[src/verilog/i2c_hold_pkg.sv]
package i2c_hold_pkg;

	// APB byte addresses of the registers.
	localparam logic [7:0] ADDR_CONTROL_THREE = 8'h00;
	localparam logic [7:0] ADDR_MASK = 8'h04;
	localparam logic [7:0] ADDR_SLAVE_ADDRESS = 8'h08;
	localparam logic [7:0] ADDR_CONTROL_ONE = 8'h0c;
	localparam logic [7:0] ADDR_IRQ_STATUS = 8'h10;
	localparam logic [7:0] ADDR_IRQ_MASK = 8'h14;

	// Field positions in port_control_three.
	localparam int ACK_WINDOW_BIT = 7;
	localparam int COLLISION_DETECT_BIT = 2;
	localparam int ADDRESS_HOLD_BIT = 1;
	localparam int DATA_HOLD_BIT = 0;

	// Field positions in port_control_one.
	localparam int CLOCK_RELEASE_BIT = 4;
	localparam int MODE_LSB = 0;

	// Interrupt status bit positions.
	localparam int IRQ_COLLISION_BIT = 0;
	localparam int IRQ_ADDRESS_MATCH_BIT = 1;
	localparam int IRQ_HOLD_BIT = 2;

	// Reset values.
	localparam logic [7:0] CONTROL_THREE_RESET = 8'h00;
	localparam logic [7:0] MASK_RESET = 8'hff;
	localparam logic [7:0] SLAVE_ADDRESS_RESET = 8'h00;
	localparam logic [7:0] CONTROL_ONE_RESET = 8'h10;

	// Mode select codes.
	localparam logic [3:0] MODE_SLAVE_7BIT = 4'h6;
	localparam logic [3:0] MODE_SLAVE_10BIT = 4'h7;
	localparam logic [3:0] MODE_SLAVE_10BIT_IRQ = 4'hf;
	localparam logic [3:0] MODE_SLAVE_7BIT_IRQ = 4'he;
	localparam logic [3:0] MODE_MASTER = 4'h8;

	// Fixed high-byte prefix of a ten-bit address.
	localparam logic [4:0] TEN_BIT_PREFIX = 5'h1e;

	// Bits received on the bus in one byte.
	localparam logic [3:0] BITS_PER_BYTE = 4'h8;

	// Master-mode clock is four oscillator periods per divider step.
	localparam int DIVIDER_STEPS = 4;

	typedef struct packed
	{
		logic scl;
		logic sda;
	} bus_in_s;

	typedef struct packed
	{
		logic scl_oe;
		logic sda_oe;
	} bus_out_s;

endpackage

[src/verilog/i2c_slave_hold.sv]
`timescale 1ns/1ps
`default_nettype none
// How it works
// - Collision detect on: SDA low at SCL rise while releasing high sets flag.
// - Address hold: matching address byte clears clock release, SCL held low.
// - Ack window flag only works when address or data hold is enabled.
// - Mask bits 7..1 set to one include that address bit in matching.
// - Ten-bit modes: mask bit 0 decides whether address bit 0 counts.
// - Seven-bit mode ignores mask bit 0.
// - Master mode SCL period is four times divider plus one clocks.
// - Ten-bit high byte prefix 11110 is checked in hardware.
// - Ten-bit high byte uses stored bits 2 and 1, ignores bit 0.
// - Ten-bit low byte compares all eight stored bits.
// - Seven-bit mode uses stored bits 7..1, bit 0 is don't-care.
module i2c_slave_hold
	import i2c_hold_pkg::*;
(
	input wire logic pclk,
	input wire logic presetn,
	input wire logic psel,
	input wire logic penable,
	input wire logic pwrite,
	input wire logic [7:0] paddr,
	input wire logic [31:0] pwdata,
	output logic [31:0] prdata,
	output logic pready,
	output logic pslverr,
	input wire bus_in_s bus_in,
	input wire logic sda_drive_high,
	output bus_out_s bus_out,
	output logic irq
);
	typedef enum logic [3:0]
	{
		ST_IDLE = 4'b0001,
		ST_ADDR = 4'b0010,
		ST_DATA = 4'b0100,
		ST_ACK = 4'b1000
	} phase_e;

	phase_e state_q;
	logic [7:0] control_three_q;
	logic [7:0] mask_q;
	logic [7:0] slave_address_q;
	logic [7:0] control_one_q;
	logic [2:0] irq_status_q;
	logic [2:0] irq_mask_q;
	logic scl_q;
	logic sda_q;
	logic [7:0] shift_q;
	logic [3:0] bit_cnt_q;
	logic ten_high_q;
	logic addressed_q;
	logic ack_window_q;
	logic scl_rise;
	logic scl_fall;
	logic start_seen;
	logic stop_seen;
	logic wr_access;
	logic rd_access;
	logic [3:0] mode;
	logic ten_bit;
	logic master_mode;
	logic hold_en;
	logic byte_match;
	logic byte_done;
	logic hold_event;
	logic collision_event;
	logic release_write;
	logic master_scl_low;
	logic [7:0] rx_byte;
	logic [2:0] irq_events;

	assign mode = control_one_q[MODE_LSB +: 4];
	assign ten_bit = (mode == MODE_SLAVE_10BIT) || (mode == MODE_SLAVE_10BIT_IRQ);
	assign master_mode = (mode == MODE_MASTER);
	assign hold_en = control_three_q[ADDRESS_HOLD_BIT]
		|| control_three_q[DATA_HOLD_BIT];
	assign scl_rise = bus_in.scl && !scl_q;
	assign scl_fall = !bus_in.scl && scl_q;
	assign start_seen = scl_q && bus_in.scl && sda_q && !bus_in.sda;
	assign stop_seen = scl_q && bus_in.scl && !sda_q && bus_in.sda;
	assign wr_access = psel && penable && pwrite;
	assign rd_access = psel && !penable && !pwrite;
	assign rx_byte = shift_q;
	assign byte_done = scl_fall && (bit_cnt_q == BITS_PER_BYTE);
	assign collision_event = control_three_q[COLLISION_DETECT_BIT]
		&& sda_drive_high && scl_rise && !bus_in.sda;
	assign hold_event = byte_done && (((state_q == ST_ADDR) && byte_match
		&& control_three_q[ADDRESS_HOLD_BIT])
		|| ((state_q == ST_DATA) && control_three_q[DATA_HOLD_BIT]));
	assign release_write = wr_access && (paddr == ADDR_CONTROL_ONE);
	assign irq_events = {hold_event, byte_done && byte_match
		&& (state_q == ST_ADDR), collision_event};

	addr_matcher u_match
	(
		.rx_byte(rx_byte),
		.stored(slave_address_q),
		.mask(mask_q),
		.ten_bit(ten_bit),
		.high_byte(!addressed_q && !ten_high_q),
		.match(byte_match)
	);

	scl_divider u_div
	(
		.pclk(pclk),
		.presetn(presetn),
		.run(master_mode),
		.divider(slave_address_q),
		.scl_low(master_scl_low)
	);

	always_ff @(posedge pclk or negedge presetn)
	begin
		if (!presetn)
		begin
			scl_q <= 1'b1;
			sda_q <= 1'b1;
		end
		else
		begin
			scl_q <= bus_in.scl;
			sda_q <= bus_in.sda;
		end
	end

	// Byte framing: eight rising edges shift in, the eighth fall ends the byte.
	always_ff @(posedge pclk or negedge presetn)
	begin
		if (!presetn)
		begin
			state_q <= ST_IDLE;
			shift_q <= 8'h00;
			bit_cnt_q <= 4'h0;
			ten_high_q <= 1'b0;
			addressed_q <= 1'b0;
		end
		else if (start_seen && !master_mode)
		begin
			state_q <= ST_ADDR;
			bit_cnt_q <= 4'h0;
			ten_high_q <= 1'b0;
			addressed_q <= 1'b0;
		end
		else if (stop_seen)
		begin
			state_q <= ST_IDLE;
			addressed_q <= 1'b0;
		end
		else
		begin
			if (scl_rise && bit_cnt_q < BITS_PER_BYTE)
			begin
				shift_q <= {shift_q[6:0], bus_in.sda};
				bit_cnt_q <= bit_cnt_q + 4'h1;
			end
			unique case (state_q)
				ST_IDLE:
				begin
				end
				ST_ADDR:
				begin
					if (byte_done)
					begin
						if (!byte_match)
						begin
							state_q <= ST_IDLE;
						end
						else if (ten_bit && !ten_high_q)
						begin
							ten_high_q <= 1'b1;
							state_q <= ST_ACK;
						end
						else
						begin
							addressed_q <= 1'b1;
							state_q <= ST_ACK;
						end
					end
				end
				ST_DATA:
				begin
					if (byte_done)
					begin
						state_q <= ST_ACK;
					end
				end
				ST_ACK:
				begin
					if (scl_rise)
					begin
						bit_cnt_q <= 4'h0;
						state_q <= addressed_q ? ST_DATA : ST_ADDR;
					end
				end
			endcase
		end
	end

	// Ack window: set on eighth fall, cleared on ninth rise.
	always_ff @(posedge pclk or negedge presetn)
	begin
		if (!presetn)
		begin
			ack_window_q <= 1'b0;
		end
		else if (!hold_en)
		begin
			ack_window_q <= 1'b0;
		end
		else if (byte_done && ((state_q == ST_ADDR && byte_match)
			|| state_q == ST_DATA))
		begin
			ack_window_q <= 1'b1;
		end
		else if (state_q == ST_ACK && scl_rise)
		begin
			ack_window_q <= 1'b0;
		end
	end

	always_ff @(posedge pclk or negedge presetn)
	begin
		if (!presetn)
		begin
			control_three_q <= CONTROL_THREE_RESET;
			mask_q <= MASK_RESET;
			slave_address_q <= SLAVE_ADDRESS_RESET;
			irq_mask_q <= 3'h0;
		end
		else if (wr_access)
		begin
			unique case (paddr)
				ADDR_CONTROL_THREE: control_three_q <= pwdata[7:0];
				ADDR_MASK: mask_q <= pwdata[7:0];
				ADDR_SLAVE_ADDRESS: slave_address_q <= pwdata[7:0];
				ADDR_IRQ_MASK: irq_mask_q <= pwdata[2:0];
				default:
				begin
				end
			endcase
		end
	end

	// Hardware clearing the release bit wins over a same-cycle write.
	always_ff @(posedge pclk or negedge presetn)
	begin
		if (!presetn)
		begin
			control_one_q <= CONTROL_ONE_RESET;
		end
		else if (hold_event)
		begin
			control_one_q[CLOCK_RELEASE_BIT] <= 1'b0;
			if (release_write)
			begin
				control_one_q[MODE_LSB +: 4] <= pwdata[MODE_LSB +: 4];
			end
		end
		else if (release_write)
		begin
			control_one_q <= pwdata[7:0];
		end
	end

	always_ff @(posedge pclk or negedge presetn)
	begin
		if (!presetn)
		begin
			irq_status_q <= 3'h0;
		end
		else
		begin
			irq_status_q <= (irq_status_q & ~((wr_access
				&& paddr == ADDR_IRQ_STATUS) ? pwdata[2:0] : 3'h0))
				| irq_events;
		end
	end

	always_ff @(posedge pclk or negedge presetn)
	begin
		if (!presetn)
		begin
			irq <= 1'b0;
			bus_out <= '0;
		end
		else
		begin
			irq <= |(irq_status_q & irq_mask_q);
			bus_out.scl_oe <= master_mode ? master_scl_low
				: !control_one_q[CLOCK_RELEASE_BIT];
			bus_out.sda_oe <= 1'b0;
		end
	end

	// Registers answer in the access cycle with no wait state.
	always_ff @(posedge pclk or negedge presetn)
	begin
		if (!presetn)
		begin
			prdata <= 32'h0000_0000;
			pready <= 1'b0;
			pslverr <= 1'b0;
		end
		else
		begin
			pready <= psel && !penable;
			pslverr <= psel && !penable && !(paddr inside {ADDR_CONTROL_THREE,
				ADDR_MASK, ADDR_SLAVE_ADDRESS, ADDR_CONTROL_ONE,
				ADDR_IRQ_STATUS, ADDR_IRQ_MASK});
			if (rd_access)
			begin
				unique case (paddr)
					ADDR_CONTROL_THREE: prdata <= {24'h0, ack_window_q,
						control_three_q[6:0]};
					ADDR_MASK: prdata <= {24'h0, mask_q};
					ADDR_SLAVE_ADDRESS: prdata <= {24'h0, slave_address_q};
					ADDR_CONTROL_ONE: prdata <= {24'h0, control_one_q};
					ADDR_IRQ_STATUS: prdata <= {29'h0, irq_status_q};
					ADDR_IRQ_MASK: prdata <= {29'h0, irq_mask_q};
					default: prdata <= 32'h0000_0000;
				endcase
			end
		end
	end
endmodule
`default_nettype wire

[src/verilog/addr_matcher.sv]
`timescale 1ns/1ps
`default_nettype none
module addr_matcher
	import i2c_hold_pkg::*;
(
	input wire logic [7:0] rx_byte,
	input wire logic [7:0] stored,
	input wire logic [7:0] mask,
	input wire logic ten_bit,
	input wire logic high_byte,
	output logic match
);
	logic [7:0] eff_mask;
	logic [7:0] expect_byte;

	always_comb
	begin
		eff_mask = mask;
		expect_byte = stored;
		if (!ten_bit)
		begin
			eff_mask[0] = 1'b0;
		end
		else if (high_byte)
		begin
			expect_byte = {TEN_BIT_PREFIX, stored[2:1], 1'b0};
			eff_mask = {5'h1f, mask[2:1], 1'b0};
		end
		// Low byte keeps all eight stored bits and mask bits.
		match = ((rx_byte ^ expect_byte) & eff_mask) == 8'h00;
	end
endmodule
`default_nettype wire

[src/verilog/scl_divider.sv]
`timescale 1ns/1ps
`default_nettype none
module scl_divider
	import i2c_hold_pkg::*;
(
	input wire logic pclk,
	input wire logic presetn,
	input wire logic run,
	input wire logic [7:0] divider,
	output logic scl_low
);
	// Each half period lasts two clocks per step over N+1 steps, so a full period is 4*(N+1).
	logic [9:0] count_q;
	logic [9:0] half_len;

	always_ff @(posedge pclk or negedge presetn)
	begin
		if (!presetn)
		begin
			count_q <= 10'h000;
			scl_low <= 1'b0;
		end
		else if (!run)
		begin
			count_q <= 10'h000;
			scl_low <= 1'b0;
		end
		else if (count_q >= half_len)
		begin
			count_q <= 10'h000;
			scl_low <= ~scl_low;
		end
		else
		begin
			count_q <= count_q + 10'h001;
		end
	end

	always_comb
	begin
		half_len = 10'((({2'b00, divider} + 10'h001) * 10'(DIVIDER_STEPS / 2))
			- 10'h001);
	end
endmodule
`default_nettype wire

[config.mk]
export PLATFORM = sky130hd
export DESIGN_NAME = i2c_slave_hold
export DESIGN_NICKNAME = d
export VERILOG_FILES = /design/src/verilog/i2c_hold_pkg.sv /design/src/verilog/i2c_slave_hold.sv /design/src/verilog/addr_matcher.sv /design/src/verilog/scl_divider.sv
export SDC_FILE = /design/constraint.sdc
export NUM_CORES = 1
export LEC_CHECK = 0
export BUFFER_PORTS_ARGS = -buffer_cell sky130_fd_sc_hd__clkbuf_2
export CORE_AREA = 10 10 104 106
export DETAILED_ROUTE_END_ITERATION = 16
export DIE_AREA = 0 0 114 116
export PLACE_DENSITY = 0.87
export SYNTH_ARGS = -nofsm -noshare
export SYNTH_HDL_FRONTEND = slang
export SYNTH_HIERARCHICAL = 1
export SYNTH_SLANG_ARGS = --single-unit
[constraint.sdc]
create_clock -name pclk -period 5.15 [get_ports pclk]
set_clock_uncertainty 0.2 [all_clocks]
set_input_delay 1.545 -clock pclk [delete_from_list [all_inputs] [get_ports pclk]]
set_output_delay 1.545 -clock pclk [all_outputs]
set_load 0.005 [all_outputs]
==> summary.txt, run 1 <==
Cells and area
  • Layout cells sized above 1: 0.263
  • Commonest non-fill, non-tap cell in the layout: dfrtp_1
  • Area growth from synthesis to layout: 8.01%
  • Fillers: 721
  • Commonest non-fill, non-tap cells in the layout: 69 x dfrtp_1, 51 x nand2_1, 34 x clkbuf_2
  • Antenna cells: 0
  • Final Util: 0.583
  • Cell Count, Final, Fillers Out: 591
  • Layout Nets: 539

Routing
  • Drt pass-1 iters: 4
  • DR DRC count: 0
  • Antenna Nets Post-Route: 0
  • WL/cell: 18.3 um
  • Vias: 3472
  • WL final: about 11 mm
  • Initial DRC count: approximately 230
  • Vias per inst: 5.87

Floorplanning
  • Chip height: around 120 um
  • Top-Level Pins: between 80 and 90
  • DIE WIDTH: 114 um
  • Core footprint: ~8700 um2
  • Initial core utilization: 0.540
  • Die Footprint: 13200 um2
  • Site Rows: 34

Clock tree
  • Clk_lat worst skew: 0.36 ns
  • CTS resizes: 0
  • Setup Fix Bufs, Post-CTS: 0
  • # clock sinks: 81
  • Longest Clk Path Bufs: 2
  • TritonCTS Buffers: 9
  • Hold buffers post-CTS: 0
  • Reg clk slew, reported paths: approximately 0.090 ns
  • H-tree depth: 3
  • Root Driver: clkbuf_8
  • CTS tree: done

Logic synthesis
  • Syn Inst Count: approximately 440
  • Ys flop type: dfrtp_1
  • Syn. warnings: 6
  • Async SR Flop Fraction: 1.00
  • Yosys cell types: 71
  • EDFF count, synth: 0
  • Post-Syn Area: 4680 um2
  • Yosys reg bits: 81
  • Register area share after synthesis: 0.436
  • Mapped Avg Cell Area: roughly 11 um2

Timing
  • Post-route minimum period: 3.39 ns
  • Actual slew at the worst max-slew pin: between 0.9 and 1 ns
  • Slew HR: 0.335
  • Finish-stage setup viols: 0
  • Worst setup slack after layout: 1.76 ns
  • Hold WS: 0.310 ns
  • Count of final hold-check violations: 0
  • RSZ-0062 raised after global routing: no
  • Slew Viols, Final: 0
  • Highest Clock Rate: between 0.2 and 0.3 GHz
  • Final period util: 0.659
  • Setup TNS Final: 0 ns

Placed design
  • Pre-CTS setup slack: 1.53 ns
  • Gp weighted congestion: 0.881
  • Dpl hpwl: 7.69 mm
  • Placed insts: 575
  • IO Port Bufs: 35

Critical path
  • Max FO, Critical Path: 11
  • CP startpoint kind: flip-flop
  • CP arrival: approximately 3.4 ns
  • CP Class: flip-flop to flip-flop
  • FF-to-FF path depth: 12
  • Crit path capture type: flip-flop
  • CP required: 5.20 ns

Global route
  • GRT Util Overall: 0.164
  • Grt total ovfl: 0
  • Vias in the first global route: 3504
  • First-pass GRT wire length: 17.7 mm
  • Antenna violations before repair: 0
  • Pin count of the biggest net entering global routing: 82

Power
  • Peak supply drop: 0.249 mV
  • Pleak: 2.37 nW
  • Power Dens Cells: 307 nW/um2

Job
  • Max-cap violation count: 0

Outcome
  • Status: finished clean

Hold path
  • Worst hold path class: flip-flop to flip-flop
  • Hold depth: 1
[path summary, 6_finish.rpt]
kind                                           startpoint  slack (ns)                             end
min                            u_div/count_q[0]$_DFF_PN0_        0.31      u_div/count_q[0]$_DFF_PN0_
max reg2reg                slave_address_q[1]$_DFFE_PN0P_        1.76       u_div/scl_low$_DFFE_PN0P_
min in group asynchronous                         presetn        1.15      u_div/count_q[6]$_DFF_PN0_
min reg2reg                    u_div/count_q[0]$_DFF_PN0_        0.31      u_div/count_q[0]$_DFF_PN0_
max                        slave_address_q[1]$_DFFE_PN0P_        1.76       u_div/scl_low$_DFFE_PN0P_
max in group asynchronous                         presetn        2.97  slave_address_q[1]$_DFFE_PN0P_
[registers in the layout (all words and copies together), names as in the netlist, 3 cells and up]
register         flops
slave_address_q      8
bit_cnt_q            4
rx_byte              8
state_q              4
prdata               8
control_three_q      7
irq_mask_q           3
u_div/count_q       10
irq_status_q         3
control_one_q        8
mask_q               8
[report_power, final]
group	leakage (nW)	switching, mW	internal (mW)
Sequential	1.06	0.0768	0.708
Combinational	1.21	0.160	0.120
Clock	0.102	0.257	0.232
[critical path: stages, from the launching register on]
cell and delay, ns:
dfrtp_1 0.59, ha_1 0.32, and3b_1 0.24, o21ai_2 0.08, a211oi_2 0.29, mux2i_1 0.26
xor2_1 0.17, ha_1 0.26, a21o_1 0.18, a21oi_1 0.12, o21ai_0 0.09, buf_4 0.19
mux2_2 0.28
[through the flow]
step                      cell area (um2)  power (mW)
final                                5060        1.55
after global routing                 5060        1.64
after CTS                            5060        1.57
after detailed placement             4850        1.07
after global placement               4850        1.05
after floorplan                      4770       0.983
[final cells by class]
| class | count | area, um2 | area share |
|---|---|---|---|
| clock buffers | 9 | 124 | 0.0245 |
| clock inverters | 7 | 83.8 | 0.0166 |
| inverters | 20 | 75.1 | 0.0148 |
| multi-input cells | 328 | 2400 | 0.474 |
| flip-flops and latches | 81 | 2040 | 0.404 |
| well taps | 108 | 135 | 0.0267 |
| repair buffers | 38 | 200 | 0.0396 |
[cells in the mapped netlist (7+ instances only)]
| cell | instances | area (um2) |
|---|---|---|
| a21oi_1 | 12 | 60.1 |
| buf_4 | 25 | 188 |
| clkbuf_1 | 10 | 37.5 |
| dfrtp_1 | 69 | 1730 |
| dfstp_2 | 12 | 315 |
| ha_1 | 13 | 163 |
| inv_1 | 20 | 75.1 |
| mux2_2 | 25 | 282 |
| mux2_4 | 8 | 120 |
| mux2i_1 | 12 | 120 |
| nand2_1 | 51 | 191 |
| nand3_1 | 17 | 85.1 |
| nor2_1 | 25 | 93.8 |
| nor2b_1 | 7 | 43.8 |
| o21ai_0 | 8 | 40.0 |
| xnor2_1 | 13 | 114 |
[routing by layer]
metal,wire length [um],vias to the layer above,GRT usage
met3,740,23,0.0398
met2,5490,145,0.285
li1,-,1592,-
met5,0,-,0
met1,4350,1712,0.196
met4,210,0,0.0510
[cell families (layout without fill, tap and decap cells)]
kind of cell             after synthesis  count (layout)  share of synthesized area
AO/OA/AOI/OAI                         65              65                      0.103
XOR/XNOR                              20              20                     0.0390
adder cells (fa/ha/maj)               13              13                     0.0347
buffers and inverters                 59              74                     0.0710
flip-flops                            81              81                      0.436
multiplexers                          48              48                      0.126
other                                  1              25                   0.000801
AND/OR/NAND/NOR                      157             157                      0.190
Power figures use the tool's default switching activity.
==> run 2, diff against run 1 <==
--- a/config.mk
+++ b/config.mk
@@ -6,10 +6,10 @@
 export NUM_CORES = 1
 export LEC_CHECK = 0
 export BUFFER_PORTS_ARGS = -buffer_cell sky130_fd_sc_hd__clkbuf_2
-export CORE_AREA = 10 10 104 106
+export CORE_AREA = 10 10 107 109
 export DETAILED_ROUTE_END_ITERATION = 16
-export DIE_AREA = 0 0 114 116
-export PLACE_DENSITY = 0.87
+export DIE_AREA = 0 0 117 119
+export PLACE_DENSITY = 0.86
 export SYNTH_ARGS = -nofsm -noshare
 export SYNTH_HDL_FRONTEND = slang
 export SYNTH_HIERARCHICAL = 1
==> constraint.sdc (replaced) <==
create_clock -name pclk -period 2.7 [get_ports pclk]
set_clock_uncertainty 0.2 [all_clocks]
set_input_delay 0.81 -clock pclk [delete_from_list [all_inputs] [get_ports pclk]]
set_output_delay 0.81 -clock pclk [all_outputs]
set_load 0.005 [all_outputs]
==> run 2 against run 1 <==
The flow now finishes with violations (negative setup slack). Sequential cell count stayed put. Setup slack worse by 1.9 ns. Final area up 8.3%. Critical endpoint unchanged. Largest cell class unchanged. Highest routed layer unchanged.
==> summary.txt, run 2 (same netlist as run 1, synthesis figures left out) <==
Outcome
  • Status: finished with violations
  • Failing checks: negative setup slack

Global route
  • Grt total ovfl: 0 (unchanged)
  • Pin count of the biggest net entering global routing: 41 (-50%)
  • Antenna violations before repair: 0 (unchanged)
  • GRT Util Overall: 0.168 (+0.00433)
  • Vias in the first global route: 3871 (+10%)
  • First-pass GRT wire length: 18.9 mm (+6.5%)

Timing
  • Worst setup slack after layout: -0.166 ns (-1.92 ns)
  • Highest Clock Rate: 0.349 GHz (+18%)
  • Actual slew at the worst max-slew pin: 0.510 ns (-0.487 ns)
  • Setup TNS Final: -1.51 ns (-1.51 ns)
  • RSZ-0062 raised after global routing: yes
  • Count of final hold-check violations: 0 (unchanged)
  • Final period util: 1.06 (+0.403)
  • Finish-stage setup viols: 14 (+14)
  • Post-route minimum period: 2.87 ns (-0.526 ns)
  • Slew Viols, Final: 0 (unchanged)
  • Slew HR: 0.655 (+0.320)

Clock tree
  • Hold buffers post-CTS: 0 (unchanged)
  • Longest Clk Path Bufs: 2 (unchanged)
  • Root Driver: clkbuf_8
  • TritonCTS Buffers: 9 (unchanged)
  • Reg clk slew, reported paths: 0.09 ns (about the same)
  • Clk_lat worst skew: 0.36 ns (about the same)
  • H-tree depth: 3 (unchanged)
  • CTS tree: done
  • # clock sinks: 81 (unchanged)

Power
  • Power Dens Cells: 587 nW/um2 (+91%)
  • Pleak: 2.60 nW (+10%)
  • Clk pwr share: 0.344 (+0.029)
  • Int Power: 2.25 mW (+110%)
  • Peak supply drop: 0.361 mV (+45%)
  • Switching share of power: 0.302 (-0.0164)
  • Power share of the combinational group: 0.188 (+0.008)
  • Psw: 0.970 mW (+96%)
  • Sequential power share: 0.468 (-0.037)

Floorplanning
  • Chip height: 119 um (+2.6%)
  • DIE WIDTH: 117 um (+2.6%)
  • Die Footprint: 13900 um2 (+5.3%)
  • Initial core utilization: 0.495 (-0.0446)
  • Core footprint: 9460 um2 (+9.0%)
  • Top-Level Pins: 85 (unchanged)
  • Site Rows: 36 (+5.9%)

Cells and area
  • Commonest non-fill, non-tap cell in the layout: dfrtp_1
  • Antenna cells: 0 (unchanged)
  • Final Util: 0.579 (-0.00355)
  • Largest register FFs: 10 (unchanged)
  • Layout Nets: 579 (+7.4%)
  • Commonest non-fill, non-tap cells in the layout: 67 x dfrtp_1, 51 x nand2_1, 43 x buf_4, 34 x clkbuf_2, 25 x conb_1
  • Most flops, register: u_div/count_q
  • Design area: 5480 um2 (+8.3%)
  • Layout cells sized above 1: 0.340 (+0.0774)
  • Area growth from synthesis to layout: 17.0%

Placed design
  • Area after DPL: 5150 um2 (+6.2%)
  • Gp weighted congestion: 0.903 (+2.5%)
  • IO Port Bufs: 35 (unchanged)
  • Dpl hpwl: 8.52 mm (+11%)
  • Pre-CTS setup slack: -0.121 ns (-1.65 ns)

Routing
  • Vias: 3662 (+5.5%)
  • Antenna Nets Post-Route: 0 (unchanged)
  • DR DRC count: 0 (unchanged)
  • Drt pass-1 iters: 4 (unchanged)
  • WL/cell: 18.4 um (+0.52%)
  • Vias per inst: 5.75 (-2.1%)
  • WL final: 11.7 mm (+8.3%)
  • Initial DRC count: 179 (-23%)

Critical path
  • CP required: 2.75 ns (-2.45 ns)
  • CP startpoint: slave_address_q[0]$_DFFE_PN0P_
  • CP bufs+invs: 0 (-1)
  • R2R Path Start: slave_address_q[0]$_DFFE_PN0P_
  • Max FO, Critical Path: 4 (-7)
  • CP top delay family: compound AO/OA/AOI/OAI gates
  • CP arrival: 2.91 ns (-0.53 ns)
  • Critical path's slowest cell: dfrtp_2
  • Crit path capture type: flip-flop
  • CP startpoint kind: flip-flop
  • CP most frequent cell: o21ai_2
  • Crit-path max cell delay: 0.41 ns (-0.18 ns)
  • CP Class: flip-flop to flip-flop
  • Crit path cell chain: ha_4 -> and3b_1 -> o21ai_2 -> a211oi_4 -> mux2i_1 -> xor2_1 -> ha_1 -> a21o_1 -> a21oi_2 -> o21ai_2 -> mux2_4

Job
  • Max-cap violation count: 0 (unchanged)

Hold path
  • Worst hold path class: primary input to asynchronous set/reset pin
==> run 2: cell types whose count changed in the layout (fill, tap and decap cells not counted), sizes merged <==
cell      change
clkinv        -1
bufinv        +2
buf          +40
clkinvlp      -1
==> run 2: power groups by stage <==
stage / sequential (mW) / clock (mW) / combinational (mW)
finish: 1.50 / 1.11 / 0.605
global route: 1.53 / 1.17 / 0.673
CTS: 1.50 / 1.12 / 0.561
detailed placement: 1.52 / 0 / 0.556
global placement: 1.51 / 0 / 0.516
floorplan: 1.48 / 0 / 0.400
==> run 2: final timing paths <==
kind / cells after the start / slack [ns] / end
worst min-delay path: 1 / 0.22 / slave_address_q[0]$_DFFE_PN0P_
worst min register to register: 1 / 0.32 / control_one_q[5]$_DFFE_PN0P_
min in group pclk: 1 / 0.32 / control_one_q[5]$_DFFE_PN0P_
worst max register to register: 11 / -0.17 / u_div/scl_low$_DFFE_PN0P_
worst max-delay path: 11 / -0.17 / u_div/scl_low$_DFFE_PN0P_
max in group asynchronous: 2 / 1.40 / mask_q[7]$_DFFE_PN1P_
==> run 2: per-layer routing <==
metal	wire length (um)	part of all wire	GRT usage
met1	4560	0.39	0.194
met2	6050	0.52	0.291
met3	772	0.066	0.0432
met4	304	0.026	0.0618
met5	0	0	0
==> run 2: final cells by class <==
class	count	area, um2
clock buffer	9	124
clock inverter	7	124
fill	761	3980
inverter	20	75.1
multi-input combinational	328	2470
sequential	81	2040
tap	114	143
timing repair buffer	78	504
==> run 2: through the flow <==
stage	hold slack, ns	cells	power (mW)
final	0.218	637	3.22
after global routing	0.234	637	3.37
after CTS	0.229	635	3.18
after detailed placement	0.297	618	2.08
after global placement	0.285	618	2.03
after floorplan	0.263	468	1.88
==> run 2: what timing repair did <==
action                     in CTS  in global routing
resized for setup               5                  7
buffers inserted                1                  2
pin swaps                       5                  1
setup endpoints to repair      14                 14
==> run 2: worst register-to-register path: cells and delay by family (launching register included) <==
family,cells,cell delay [ns]
AO/OA/AOI/OAI,5,0.76
multiplexers,2,0.57
adder cells (fa/ha/maj),2,0.43
flip-flops,1,0.41
AND/OR/NAND/NOR,1,0.19
XOR/XNOR,1,0.19
==> run 3, diff against run 2 <==
--- a/config.mk
+++ b/config.mk
@@ -5,12 +5,12 @@
 export SDC_FILE = /design/constraint.sdc
 export NUM_CORES = 1
 export LEC_CHECK = 0
-export BUFFER_PORTS_ARGS = -buffer_cell sky130_fd_sc_hd__clkbuf_2
-export CORE_AREA = 10 10 107 109
+export CORE_AREA = 10 10 102 104
 export DETAILED_ROUTE_END_ITERATION = 16
-export DIE_AREA = 0 0 117 119
-export PLACE_DENSITY = 0.86
+export DIE_AREA = 0 0 112 114
+export DONT_BUFFER_PORTS = 1
+export PLACE_DENSITY = 0.82
+export REMOVE_ABC_BUFFERS = 1
 export SYNTH_ARGS = -nofsm -noshare
 export SYNTH_HDL_FRONTEND = slang
-export SYNTH_HIERARCHICAL = 1
 export SYNTH_SLANG_ARGS = --single-unit
==> run 3 against run 2 <==
The run still ends with negative setup slack left. First-iteration DRC count is 53% higher. Cell count is 8.5% lower. Sequential power is 7% lower. Final area is 6.5% lower. Synthesized cell count is 1.4% lower. Clock power is 19% lower. Power is 21% lower. Utilization is 2.6 points higher. Critical path type unchanged. Critical endpoint is now u_div.count_q[6]$_DFF_PN0_. Largest power group unchanged.
==> summary.txt, run 3 <==
Outcome
  • Status: finished with violations
  • Failing checks: negative setup slack

Routing
  • WL final: 11.3 mm (-3.3%)
  • Vias per inst: 6.01 (+4.6%)
  • Initial DRC count: 274 (+53%)
  • DR DRC count: 0 (unchanged)
  • Vias: 3505 (-4.3%)
  • WL/cell: 19.4 um (+5.6%)
  • Antenna Nets Post-Route: 0 (unchanged)
  • Drt pass-1 iters: 5 (+1)

Global route
  • Pin count of the biggest net entering global routing: 70 (+71%)
  • Antenna violations before repair: 0 (unchanged)
  • GRT Util Overall: 0.169 (+0.000716)
  • Grt total ovfl: 0 (unchanged)
  • First-pass GRT wire length: 17.9 mm (-5.2%)
  • Vias in the first global route: 3577 (-7.6%)

Timing
  • Final period util: 1.12 (+0.0546)
  • Setup TNS Final: -2.68 ns (-1.17 ns)
  • Slew Viols, Final: 0 (unchanged)
  • Highest Clock Rate: 0.332 GHz (-4.9%)
  • Post-route minimum period: 3.01 ns (+0.147 ns)
  • Worst setup slack after layout: -0.314 ns (-0.147 ns)
  • RSZ-0062 raised after global routing: yes
  • Count of final hold-check violations: 0 (unchanged)
  • Finish-stage setup viols: 11 (-3)

Logic synthesis
  • Async SR Flop Fraction: 1.00 (unchanged)
  • Yosys reg bits: 81 (unchanged)
  • Count leader, synth: dfrtp_1
  • EDFF count, synth: 0 (unchanged)
  • Ys flop type: dfrtp_1
  • Synth area leaders: dfrtp_1 38%, mux2_2 9.2%, dfstp_2 7.0%
  • Syn. warnings: 0 (-6)
  • Mux cell area share after synthesis: 0.132 (+0.00605)
  • Register area share after synthesis: 0.452 (+0.0162)
  • Syn Inst Count: 438 (-1.4%)
  • XOR/XNOR Fraction of Synth Area: 0.0388 (-0.000215)
  • Post-Syn Area: 4520 um2 (-3.6%)
  • Adder-Cell Fraction of Synth Area: 0.0360 (+0.00129)
  • Simple-gate share of the synthesized area: 0.148 (-0.0417)
  • Yosys cell types: 61 (-14%)
  • Largest family of logic cells by synthesized area: simple AND/OR/NAND/NOR gates
  • Post-synth top area share: 0.382 (+0.0137)
  • Mapped Avg Cell Area: 10.3 um2 (-2.3%)
  • Complex-gate fraction of the synthesized area: 0.124 (+0.0207)
  • Leading area contributor after synthesis: dfrtp_1
  • Most instantiated cells after synthesis: 69 x dfrtp_1, 45 x nor2_1, 37 x mux2_2, 35 x nand2_1, 26 x buf_4

Cells and area
  • Layout Nets: 531 (-8.3%)
  • Most flops, register: u_div.count_q
  • Commonest non-fill, non-tap cells in the layout: 68 x dfrtp_1, 43 x nor2_1, 36 x mux2_2, 34 x buf_4, 33 x nand2_1
  • Layout cells sized above 1: 0.278 (-0.0624)
  • Antenna cells: 0 (unchanged)
  • Largest register FFs: 10 (unchanged)
  • Cell Count, Final, Fillers Out: 583 (-8.5%)
  • Commonest non-fill, non-tap cell in the layout: dfrtp_1
  • Area growth from synthesis to layout: 13.4%

Power
  • Pleak: 2.30 nW (-12%)
  • Power Dens Cells: 495 nW/um2 (-16%)
  • Peak supply drop: 0.200 mV (-45%)

Clock tree
  • CTS tree: done
  • Reg clk slew, reported paths: 0.08 ns (about the same)
  • # clock sinks: 81 (unchanged)
  • Root Driver: clkbuf_8
  • TritonCTS Buffers: 9 (unchanged)
  • Clk_lat worst skew: 0.37 ns (about the same)
  • H-tree depth: 3 (unchanged)
  • Longest Clk Path Bufs: 2 (unchanged)

Critical path
  • CP required: 2.79 ns (+0.04 ns)
  • Max FO, Critical Path: 5 (+1)
  • Crit-path max cell delay: 0.43 ns (+0.02 ns)
  • Crit path cell chain: ha_4 -> nand2_4 -> buf_6 -> inv_4 -> nand2_2 -> a211oi_2 -> buf_4 -> mux2i_2 -> xnor2_1 -> ha_1 -> nor2b_4 -> o21ai_2 -> o311ai_4 -> buf_4 -> buf_6 -> nor2_1
  • CP top delay family: buffers and inverters
  • CP startpoint kind: flip-flop
  • CP Class: flip-flop to flip-flop
  • Crit path capture type: flip-flop
  • Critical path's slowest cell: dfrtp_1
  • Reg2Reg Setup Slack: -0.31 ns (-0.15 ns)
  • CP arrival: 3.11 ns (+0.20 ns)
  • CP bufs+invs: 5 (+5)

Placed design
  • Dpl hpwl: 7.90 mm (-7.3%)
  • Gp weighted congestion: 0.883 (-2.2%)
  • IO Port Bufs: 0 (-100%)
  • Placed insts: 560 (-9.4%)

Floorplanning
  • Core footprint: 8470 um2 (-11%)
  • Site Rows: 34 (-5.6%)
  • DIE WIDTH: 112 um (-4.3%)
  • Die Footprint: 12800 um2 (-8.3%)
  • Initial core utilization: 0.534 (+0.0383)
  • Chip height: 114 um (-4.2%)
  • Top-Level Pins: 85 (unchanged)

Hold path
  • Worst hold path class: primary input to asynchronous set/reset pin

Job
  • Max-cap violation count: 0 (unchanged)
==> run 3: what timing repair did <==
item	CTS	global route
resized for setup	20	15
hold buffers	1	0
gates cloned	0	1
endpoints found under the setup margin	11	11
pin swaps	6	4
buffers inserted	2	3
hold endpoints to repair	69	0
==> run 3: layout make-up <==
type                       count  area (um2)
clock buffer                  10         128
sequential                    81        2040
timing repair buffer          40         348
multi-input combinational    326        2360
fill                         644        3340
tap                          108         135
inverter                      12        47.5
clock inverter                 6        66.3
==> run 3: layer usage <==
metal / vias to the layer above / GRT usage / wire length, um
li1: 1586 / - / -
met1: 1735 / 0.195 / 4500
met2: 155 / 0.282 / 5520
met3: 29 / 0.0446 / 910
met4: 0 / 0.0914 / 376
met5: - / 0 / 0
==> run 3: path summary, 6_finish.rpt <==
| path | from | end | cells after the start |
|---|---|---|---|
| worst max-delay path | slave_address_q[1]$_DFFE_PN0P_ | u_div.count_q[6]$_DFF_PN0_ | 16 |
| worst min-delay path | presetn | scl_q$_DFF_PN1_ | 0 |
| worst max register to register | slave_address_q[1]$_DFFE_PN0P_ | u_div.count_q[6]$_DFF_PN0_ | 16 |
| worst min register to register | u_div.count_q[0]$_DFF_PN0_ | u_div.count_q[0]$_DFF_PN0_ | 1 |
| max in group asynchronous | presetn | slave_address_q[4]$_DFFE_PN0P_ | 1 |
| min in group pclk | bus_in[1] | scl_q$_DFF_PN1_ | 0 |
==> run 3: logic make-up after synthesis <==
logic type	after synthesis
AOI/OAI and AO/OA	83
xor gates and xnor gates	20
adders and majority gates	13
buffers and inverters	55
DFF	81
muxes	52
other	1
and+or+nand+nor	133
==> run 3: worst register-to-register path, cell delays in order (launching register included) <==
cell	delay, ns
dfrtp_1	0.43
ha_4	0.19
nand2_4	0.06
buf_6	0.13
inv_4	0.05
nand2_2	0.04
a211oi_2	0.21
buf_4	0.15
mux2i_2	0.23
xnor2_1	0.10
ha_1	0.32
nor2b_4	0.14
o21ai_2	0.15
o311ai_4	0.13
buf_4	0.17
buf_6	0.12
nor2_1	0.12
==> run 3: through the flow <==
step | power, mW | util | hold slack (ns) | setup WS (ns) | instance area, um2
2_1_floorplan | 1.55 | - | 0.264 | -1.26 | 4340
3_3_place_gp | 1.60 | 0.560 | 0.273 | -0.290 | 4740
3_5_place_dp | 1.62 | 0.560 | 0.288 | -0.468 | 4740
4_1_cts | 2.54 | 0.596 | 0.0716 | -0.249 | 5040
5_1_grt | 2.64 | 0.605 | 0.0656 | -0.404 | 5120
6_report | 2.54 | 0.605 | 0.0826 | -0.314 | 5120
==> run 3: power by group <==
group / switching [mW] / internal (mW) / total [mW] / leakage [nW]
Sequential: 0.103 / 1.30 / 1.40 / 1.04
Clock: 0.468 / 0.429 / 0.897 / 0.0889
Combinational: 0.114 / 0.127 / 0.241 / 1.17
Total: 0.685 / 1.85 / 2.54 / 2.30
